==> src/pcsig_pkg.sv <==
package pcsig_pkg;

	// Socket interface modes
	typedef enum logic [1:0] {
		PCSIG_MODE_MEM,
		PCSIG_MODE_IO,
		PCSIG_MODE_CARDBUS,
		PCSIG_MODE_ATA
	} pcsig_mode_t;

	// Voltage classes decoded from the sense pins
	typedef enum logic [1:0] {
		PCSIG_VOLT_NONE,
		PCSIG_VOLT_5V,
		PCSIG_VOLT_3V3,
		PCSIG_VOLT_LOW
	} pcsig_volt_t;

	// Host side access request
	typedef struct packed {
		logic access;
		logic eight_bit;
		logic lowest_address_bit;
		logic word;
		logic reset_card;
		logic cb_cad10;
		logic cb_cbe0_n;
	} pcsig_req_t;

	// Interpreted card status
	typedef struct packed {
		logic battery_dead_status;
		logic battery_warning_status;
		logic speaker_audio_in;
		logic drive_led_in;
		logic card_status_changed;
		logic ring_indicate_in;
		logic cb_audio;
		logic cb_status_change;
	} pcsig_stat_t;

	localparam logic [1:0] PCSIG_SYNC_STAGES = 2'h2;
	localparam logic       PCSIG_RST_CE      = 1'h1;
	localparam logic       PCSIG_RST_RESET   = 1'h0;
	localparam logic       PCSIG_RST_RST_OE  = 1'h0;
	localparam pcsig_volt_t PCSIG_RST_VOLT   = PCSIG_VOLT_NONE;
	localparam logic [1:0] PCSIG_RST_PULLUP  = 2'h0;
	localparam logic       PCSIG_RST_PRESENT = 1'h0;
	localparam logic       PCSIG_RST_ATA     = 1'h0;
	// Synchroniser flops start at the pins' pulled-up idle level
	localparam logic [5:0] PCSIG_RST_SYNC    = 6'h3f;

endpackage

==> src/pcsig_socket.sv <==
`timescale 1ns/1ns
// Overview of operation
// Card enables go low during access; first for even, second for odd bytes.
// Eight-bit socket uses only first enable; lowest address bit picks byte.
// Sixteen-bit modes: reset output low normally, high to reset card.
// Reset pin floats unless card seated, power on and signals enabled.
// CardBus mode reuses reset pin as active-low card reset.
// CardBus mode: second enable pin is CAD10, first is CBE0.
// Second battery pin: warning, speaker input, or drive LED input by mode.
// First battery pin: battery dead in memory mode, status changed in I/O.
// Ring enable bit set makes status pin the ring indicate input.
// CardBus card signals status changes on the status change line.
// Both voltage sense inputs decide sixteen-bit card operating voltage.
// Sense pull-ups enabled jointly by data write bits and pull-up bits.
// CardBus: sense and card-detect inputs decide initial card voltage.
// ATA drive configuration changes the socket pin functions.
// Pulled-high card-detect inputs both low mean a card is present.
// Per-socket mode selects memory, I/O or CardBus routing of pins.
module pcsig_socket
	import pcsig_pkg::*;
(
	// Clock and reset
	input  wire logic        clk,
	input  wire logic        reset_n,
	// Configuration
	input  wire pcsig_mode_t mode,
	input  wire logic        ring_enable,
	input  wire logic        led_select,
	input  wire logic        speaker_enable,
	input  wire logic        card_power_on,
	input  wire logic        interface_enable,
	input  wire logic [1:0]  sense_write_bits,
	input  wire logic [1:0]  sense_pullup_bits,
	// Host request
	input  wire pcsig_req_t  req,
	// Card pins
	input  wire logic [1:0]  card_present_inputs,
	input  wire logic        voltage_sense_first,
	input  wire logic        voltage_sense_second,
	input  wire logic        battery_dead_status_pin,
	input  wire logic        battery_warning_status_pin,
	output logic             card_enable_even,
	output logic             card_enable_odd,
	output logic             card_reset_out,
	output logic             card_reset_oe,
	output logic [1:0]       sense_pullup_en,
	// Status
	output logic             card_present,
	output pcsig_volt_t      card_voltage,
	output pcsig_stat_t      status,
	output logic             ata_pin_map
);

	// Two-stage synchronisers for asynchronous pins
	logic [5:0] s1_q, s2_q;
	always_ff @(posedge clk or negedge reset_n) begin
		if (!reset_n) begin
			s1_q <= PCSIG_RST_SYNC;
			s2_q <= PCSIG_RST_SYNC;
		end else begin
			s1_q <= {card_present_inputs, voltage_sense_first, voltage_sense_second,
				battery_dead_status_pin, battery_warning_status_pin};
			s2_q <= s1_q;
		end
	end

	logic [1:0] cd_s;
	logic       vs1_s, vs2_s, battery_dead_status_s, battery_warning_status_s;
	assign cd_s   = s2_q[5:4];
	assign vs1_s  = s2_q[3];
	assign vs2_s  = s2_q[2];
	assign battery_dead_status_s = s2_q[1];
	assign battery_warning_status_s = s2_q[0];

	// Voltage decode, shared by both interface families; argument is {cd, vs2, vs1}
	// Any detect pin high gives no voltage class, so a half-seated card stays unpowered
	function automatic pcsig_volt_t volt_decode(input logic [3:0] v);
		pcsig_volt_t r;
		r = PCSIG_VOLT_NONE;
		unique case (v)
			4'h3: r = PCSIG_VOLT_5V;
			4'h2, 4'h1: r = PCSIG_VOLT_3V3;
			4'h0: r = PCSIG_VOLT_LOW;
			default: r = PCSIG_VOLT_NONE;
		endcase
		return r;
	endfunction

	logic        ce_even_d, ce_even_q, ce_odd_d, ce_odd_q;
	logic        rst_d, rst_q, rst_oe_d, rst_oe_q;
	logic [1:0]  pu_d, pu_q;
	logic        present_d, present_q, ata_d, ata_q;
	pcsig_volt_t volt_d, volt_q;
	pcsig_stat_t stat_d, stat_q;
	logic        cb;

	// Next-state logic for all socket pins
	always_comb begin
		cb = (mode == PCSIG_MODE_CARDBUS);
		present_d = (cd_s == 2'h0);
		ce_even_d = 1'h1;
		ce_odd_d  = 1'h1;
		if (cb) begin
			ce_even_d = req.cb_cbe0_n;
			ce_odd_d  = req.cb_cad10;
		end else if (req.access) begin
			if (req.eight_bit) begin
				ce_even_d = 1'h0;
			end else if (req.word) begin
				ce_even_d = 1'h0;
				ce_odd_d  = 1'h0;
			end else begin
				ce_even_d = req.lowest_address_bit;
				ce_odd_d  = ~req.lowest_address_bit;
			end
		end
		// Floating until safe avoids a glitch while power ramps
		rst_oe_d = present_d && card_power_on && interface_enable;
		rst_d = cb ? ~req.reset_card : req.reset_card;
		pu_d = sense_write_bits & sense_pullup_bits;
		if (cb) begin
			volt_d = (cd_s == 2'h3) ? PCSIG_VOLT_NONE : volt_decode({cd_s, vs2_s, vs1_s});
		end else begin
			volt_d = present_d ? volt_decode({2'h0, vs2_s, vs1_s}) : PCSIG_VOLT_NONE;
		end
		ata_d = (mode == PCSIG_MODE_ATA);
		stat_d = '0;
		unique case (mode)
			PCSIG_MODE_MEM: begin
				stat_d.battery_dead_status    = battery_dead_status_s;
				stat_d.battery_warning_status = battery_warning_status_s;
			end
			PCSIG_MODE_IO, PCSIG_MODE_ATA: begin
				stat_d.card_status_changed = ~ring_enable & ~battery_dead_status_s;
				stat_d.ring_indicate_in    = ring_enable & ~battery_dead_status_s;
				stat_d.drive_led_in        = led_select & ~battery_warning_status_s;
				stat_d.speaker_audio_in    = ~led_select & speaker_enable & ~battery_warning_status_s;
			end
			PCSIG_MODE_CARDBUS: begin
				stat_d.cb_audio         = battery_warning_status_s;
				stat_d.cb_status_change = battery_dead_status_s;
			end
		endcase
	end

	// Registers; all outputs leave straight from flops
	always_ff @(posedge clk or negedge reset_n) begin
		if (!reset_n) begin
			ce_even_q <= PCSIG_RST_CE;
			ce_odd_q  <= PCSIG_RST_CE;
			rst_q     <= PCSIG_RST_RESET;
			rst_oe_q  <= PCSIG_RST_RST_OE;
			pu_q      <= PCSIG_RST_PULLUP;
			present_q <= PCSIG_RST_PRESENT;
			ata_q     <= PCSIG_RST_ATA;
			volt_q    <= PCSIG_RST_VOLT;
			stat_q    <= '0;
		end else begin
			ce_even_q <= ce_even_d;
			ce_odd_q  <= ce_odd_d;
			rst_q     <= rst_d;
			rst_oe_q  <= rst_oe_d;
			pu_q      <= pu_d;
			present_q <= present_d;
			ata_q     <= ata_d;
			volt_q    <= volt_d;
			stat_q    <= stat_d;
		end
	end

	assign card_enable_even = ce_even_q;
	assign card_enable_odd  = ce_odd_q;
	assign card_reset_out   = rst_q;
	assign card_reset_oe    = rst_oe_q;
	assign sense_pullup_en  = pu_q;
	assign card_present     = present_q;
	assign card_voltage     = volt_q;
	assign status           = stat_q;
	assign ata_pin_map      = ata_q;

	// Checks
	AST_EIGHT_BIT_ODD_IDLE: assert property (@(posedge clk) disable iff (!reset_n)
		(mode != PCSIG_MODE_CARDBUS && req.access && req.eight_bit) |=> card_enable_odd)
		else $error("odd enable active in 8-bit mode");
	AST_EVEN_ODD_SELECT: assert property (@(posedge clk) disable iff (!reset_n)
		(mode != PCSIG_MODE_CARDBUS && req.access && !req.eight_bit && !req.word)
		|=> (card_enable_even == $past(req.lowest_address_bit)) && (card_enable_odd != card_enable_even))
		else $error("byte enable select wrong");
	AST_IDLE_HIGH: assert property (@(posedge clk) disable iff (!reset_n)
		(mode != PCSIG_MODE_CARDBUS && !req.access) |=> card_enable_even && card_enable_odd)
		else $error("enable active while idle");
	AST_RESET_FLOAT: assert property (@(posedge clk) disable iff (!reset_n)
		(!card_power_on || !interface_enable) |=> !card_reset_oe)
		else $error("reset driven while unsafe");
	AST_RESET_16: assert property (@(posedge clk) disable iff (!reset_n)
		(mode != PCSIG_MODE_CARDBUS) |=> card_reset_out == $past(req.reset_card))
		else $error("16-bit reset polarity");
	AST_RESET_CB: assert property (@(posedge clk) disable iff (!reset_n)
		(mode == PCSIG_MODE_CARDBUS) |=> card_reset_out == !$past(req.reset_card))
		else $error("CardBus reset polarity");
	AST_CB_ENABLES: assert property (@(posedge clk) disable iff (!reset_n)
		(mode == PCSIG_MODE_CARDBUS) |=> card_enable_odd == $past(req.cb_cad10))
		else $error("CardBus CAD10 routing");
	AST_PULLUP: assert property (@(posedge clk) disable iff (!reset_n)
		1'b1 |=> sense_pullup_en == ($past(sense_write_bits) & $past(sense_pullup_bits)))
		else $error("pull-up control wrong");
	AST_PRESENT: assert property (@(posedge clk) disable iff (!reset_n)
		(card_present_inputs == 2'h3) [*3] |=> !card_present)
		else $error("card present with detect high");
	AST_RING: assert property (@(posedge clk) disable iff (!reset_n)
		ring_enable && mode == PCSIG_MODE_IO |=> !status.card_status_changed)
		else $error("status change seen in ring mode");
	AST_CB_CBE0: assert property (@(posedge clk) disable iff (!reset_n)
		(mode == PCSIG_MODE_CARDBUS) |=> card_enable_even == $past(req.cb_cbe0_n))
		else $error("CardBus CBE0 routing");
	AST_WORD_BOTH: assert property (@(posedge clk) disable iff (!reset_n)
		(mode != PCSIG_MODE_CARDBUS && req.access && !req.eight_bit && req.word)
		|=> !card_enable_even && !card_enable_odd)
		else $error("word access missing an enable");
	// Reset drive must never precede card detection
	AST_RESET_NO_CARD: assert property (@(posedge clk) disable iff (!reset_n)
		!card_present |-> !card_reset_oe)
		else $error("reset driven with no card");
	AST_ATA_MAP: assert property (@(posedge clk) disable iff (!reset_n)
		(mode == PCSIG_MODE_ATA) |=> ata_pin_map)
		else $error("ATA pin map not selected");
	AST_MEM_NO_AUDIO: assert property (@(posedge clk) disable iff (!reset_n)
		(mode == PCSIG_MODE_MEM) |=> !status.speaker_audio_in && !status.drive_led_in)
		else $error("I/O status seen in memory mode");
	COV_WORD: cover property (@(posedge clk) req.access && req.word ##1 !card_enable_odd);
	COV_RESET_DRIVEN: cover property (@(posedge clk) card_reset_oe && card_reset_out);
	COV_CB: cover property (@(posedge clk) mode == PCSIG_MODE_CARDBUS ##1 card_present);
	COV_RING: cover property (@(posedge clk) status.ring_indicate_in);

endmodule

==> config.mk <==
export PLATFORM = sky130hd
export DESIGN_NAME = pcsig_socket
export DESIGN_NICKNAME = d
export VERILOG_FILES = /design/src/pcsig_pkg.sv /design/src/pcsig_socket.sv
export SDC_FILE = /design/constraint.sdc
export NUM_CORES = 1
export LEC_CHECK = 0
export BUFFER_PORTS_ARGS = -buffer_cell sky130_fd_sc_hd__buf_2
export CORE_MARGIN = 5
export CORE_UTILIZATION = 45
export CTS_CLUSTER_SIZE = 25
export DETAILED_ROUTE_END_ITERATION = 10
export GPL_TIMING_DRIVEN = 0
export PLACE_DENSITY_LB_ADDON = 0.1
export SYNTH_ARGS = -nofsm -noshare
export SYNTH_HDL_FRONTEND = slang
export SYNTH_SLANG_ARGS = --single-unit
==> constraint.sdc <==
create_clock -name clk -period 1.67 [get_ports clk]
set_input_delay 0.334 -clock clk [delete_from_list [all_inputs] [get_ports clk]]
set_output_delay 0.334 -clock clk [all_outputs]
set_load 0.1 [all_outputs]
[After elaboration in Yosys (flattened, before gate mapping)]
Index checks and enable logic that the tools add are counted.
Cells by class
  bitwise operators: 12
  reductions and logical operators: 9
  multiplexer cells: 17
  equality and inequality tests: 10
Operators with widths (number)
  $pmux 2 s3: 2
  $eq 2x2->1 const B: 5
  $mux 2: 5
  $mux 1: 9
  $eq 4x2->1 const B: 2
  $logic_not 2->1: 3
  $not 1->1: 6
  $reduce_or 2->1: 3
  $and 1x1->1: 5
  $eq 2x1->1 const B: 2
  $eq 4x1->1 const B: 1
  $logic_not 4->1: 1
  $mux 4: 1
  $and 2x2->2: 1
  $logic_and 1x1->1: 2
Storage, ports and cells
  word-level logic and storage cells: 66
  output and inout bits: 18
  register bits: 30

[Logic depth before layout (Yosys ltp)]
  depth in word-level cells: 5
  mapped depth: 4
  gate-level depth less buffers: 4

[Worst setup path before layout]
OpenSTA, ideal clock, no wires.
  path type: register to register
  from: reg s2_q[2]
  to: reg volt_q[1], in the netlist card_voltage[1]
  cell stages (with the launch flop): 5
  arrival time: 1179 ps
  slack: 350 ps
  cells stage by stage: dfstp_2 inv_1 ha_1 nor4_1 a2111oi_2
Between the ends
  longest elaborated chain between the ends: 5
  elaborated cells on any way between the ends: 15
  those cells by class: 6 x eq/ne; 5 x mux; 4 x reduce/logical
RTL lines
  start: declaration: line pcsig_socket.sv:55  | logic [5:0] s1_q, s2_q;
  start signal: assignment: line pcsig_socket.sv:63  | s2_q <= s1_q;
  $eq 4x2->1 (tied with other cells): line pcsig_socket.sv:80  | unique case (v)
  $reduce_or 2->1: line pcsig_socket.sv:80
  $pmux 2 s3: line pcsig_socket.sv:80
  $mux 2 (on tied branches): line pcsig_socket.sv:122, pcsig_socket.sv:124
  $mux 2 *: line pcsig_socket.sv:121  | if (cb) begin
  named net volt_d[1]: line pcsig_socket.sv:93  | pcsig_volt_t volt_d, volt_q;
  end signal: assignment: line pcsig_socket.sv:166  | volt_q <= volt_d;
  end: declaration: line pcsig_socket.sv:93
Mark *: on every way through the listed nets, which the timed path passes. The rest lies on a longest branch.

[Worst setup path after layout]
  from: reg ce_odd_q, in the netlist card_enable_odd
  to: out card_enable_odd
RTL lines
  start: declaration: line pcsig_socket.sv:89  | logic ce_even_d, ce_even_q, ce_odd_d, ce_odd_q;
  start signal: assignment: line pcsig_socket.sv:160  | ce_odd_q <= ce_odd_d;
  end: declaration: line pcsig_socket.sv:43  | output logic card_enable_odd,
No word-level cell between the ends.

==> metrics.md <==
| Metric | Value |
|---|---|
| CTS root buffer | clkbuf_4 |
| Vias post-DR | 663 |
| Flop and latch count out of synthesis | 30 |
| Req. time, crit path | 1340 ps |
| Outcome | finished, final reports clean |
| PwrDens | 1100 nW/µm² |
| Max incr delay on CP | 520 ps |
| Synthesized area per cell | 15.6 µm² |
| RSZ-0062 raised after global routing | no |
| Post-Syn Nets | 97 |
| Port Buffers | 43 |
| Multi-input logic area | 235 µm² |
| Slowest-stage cell, CP | dfstp_2 |
| Final Wtd Congestion | 0.673 |
| Initial antenna violation count | 0 |
| Syn Std Cell Area | 1030 µm² |
| Commonest cells after routing, fill and taps aside | buf_2 (43), dfrtp_1 (16), dfstp_2 (14) |
| CP max FO | 1 |
| Setup_tns | 0 ps |
| CP Buf/Inv Count | 1 |
| Critical path class | reg -> out |
| Final WS setup | 109 ps |
| Die span in y | 57.8 µm |
| Total grt overflow | 0 |
| Finished Layout Cells | 145 |
| Family with the most delay on the worst path | flip-flops |
| Yosys warns | 0 |
| Placed insts | 137 |
| Worst min-delay path class | in -> async |
| Most frequently used flop master after synthesis | dfrtp_1 |
| Final Setup Violations | 0 |
| Total wire length | 1670 µm |
| CTS tree | done |
| Rel. slew slack | 60.0% |
| Final min period | 1560 ps |
| Setup slack at placement | 269 ps |
| Pre-Repair DR Iteration Count | 3 |
| Fraction of layout cells with a size suffix above 1 | 57.3% |
| Worst-case clock buffer depth | 2 |
| Row count | 17 |
| DPL Wire Length | 1320 µm |
| WP data arrival | 1230 ps |
| Vias/cell | 4.57 |
| Global-route wire length before repair | 2740 µm |
| Max_cap viols | 0 |
| Fin. max-slew vios | 0 |
| # diodes | 0 |
| Peak supply drop | 0.697 mV |
| Worst hold slack | 26.1 ps |
| Post-DRT Antenna Nets | 0 |
| Reg-to-reg slack, setup | 270 ps |
| Post-cts resize count | 0 |
| Vias in the first global route | 677 |
| Nets@finish | 147 |
| Cts hold-fix bufs | 0 |
| Tcrit/Tclk final | 93.5% |
| Share of the yosys chip area belonging to registers | 74.6% |
| DR DRC count | 0 |
| Clock slew at reported path FFs | 90 ps |
| Crit-path cells | buf_2 |
| Critical Path Source Type | flop |
| Post-CTS Setup Bufs | 0 |
| Sequential cell area | 768 µm² |
| CP endpoint kind | output port |
| Commonest non-fill, non-tap cell in the layout | buf_2 |
| Layout fillers | 205 |
| Area of the core | 2190 µm² |
| Skew-Pair Late Insertion Delay | 290 ps |
| Post-synth EDFFs | 0 |
| # clock sinks | 30 |
| Pin count of the biggest net entering global routing | 31 |
| Clk_skew | 0.474 ps |
| Die Area | 3340 µm² |
| Number of failing hold endpoints at the final stage | 0 |
| Library cells used by synthesis | 20 |
| Htree depth | 2 |
| Total Routing Usage GR | 11.1% |
| Leakage power | 0.000713 µW |
| Starting Density | 47.0% |
| Die width | 57.8 µm |
| Synthesized instance count | 66 |
| Starting DRT DRC Count | 4 |
| Worst slew pin tran | 600 ps |
| TritonCTS Buffers | 5 |
| Area grow syn2layout | 30.0% |
| DR WL/cell | 11.5 µm |
| I/O Pins | 44 |
| Async SR Flop Fraction | 100% |
| Fmax | 641 MHz |
## cell type report
type	count	area share [%]
Inverter	4	1.12
Tap cell	28	2.62
Buffer	1	0.841
Clock buffer	8	4.39
Sequential cell	30	57.4
Multi-Input combinational cell	31	17.6
Timing Repair Buffer	43	16.1
## cells in the mapped netlist, types with 2 or more instances
master | n | area (µm²)
dfrtp_1 | 16 | 400
dfstp_2 | 14 | 368
nor2_1 | 6 | 22.5
ha_1 | 5 | 62.6
inv_1 | 4 | 15.0
and2_1 | 3 | 18.8
and3_1 | 3 | 18.8
nor3_1 | 2 | 10.0
nor3b_1 | 2 | 15.0
## registers in the layout, indices dropped and copies added (netlist names)
register / flops
card_enable_odd: 1
sense_pullup_en: 2
card_enable_even: 1
card_present: 1
status: 8
card_voltage: 2
card_reset_oe: 1
s2_q: 6
ata_pin_map: 1
s1_q: 6
card_reset_out: 1
## cells by family (layout without fill, tap and decap cells)
family	after synthesis	in the layout	share of synthesized area, %
AOI/OAI and AO/OA	4	4	3.52
xor gates and xnor gates	1	1	0.851
adders and majority gates	5	5	6.08
buffers and inverters	5	56	2.55
DFF	30	30	74.6
and+or+nand+nor	21	21	12.4
## through the flow
stage	utilization [%]	cell area (µm²)	power [µW]
detailed placement	58.4	1280	1080
global route	61.1	1340	1560
CTS	61.1	1340	1500
global placement	58.4	1280	1070
finish	61.1	1340	1480
floorplan	-	1030	1000
## routing by layer
metal,share of wire [%],GRT usage [%],wire [µm],vias up
met5,0,0,0,-
met4,0.78,5.96,13,0
met1,36,11.6,599,307
met2,48,17.6,798,35
met3,16,6.24,261,2
li1,-,-,-,319
## path summary, 6_finish.rpt
| path | from | to | depth (start not counted) |
|---|---|---|---|
| setup reg to reg | s2_q[2]$_DFF_PN1_ | card_voltage[1]$_DFF_PN0_ | 4 |
| setup / recovery | card_enable_odd$_DFF_PN1_ | card_enable_odd | 1 |
| hold reg to reg | s1_q[5]$_DFF_PN1_ | s2_q[5]$_DFF_PN1_ | 0 |
| max in group asynchronous | reset_n | card_present$_DFF_PN0_ | 1 |
| hold / removal | reset_n | status[4]$_DFF_PN0_ | 1 |
| min in group clk | battery_dead_status_pin | s1_q[1]$_DFF_PN1_ | 1 |
## power breakdown
group          total (µW)  switching, µW  leakage, µW  internal [µW]
Clock                 413            205    0.0000326            208
Combinational         274            217     0.000322           56.9
Sequential            789           12.4     0.000359            777
Power figures use the tool's default switching activity.
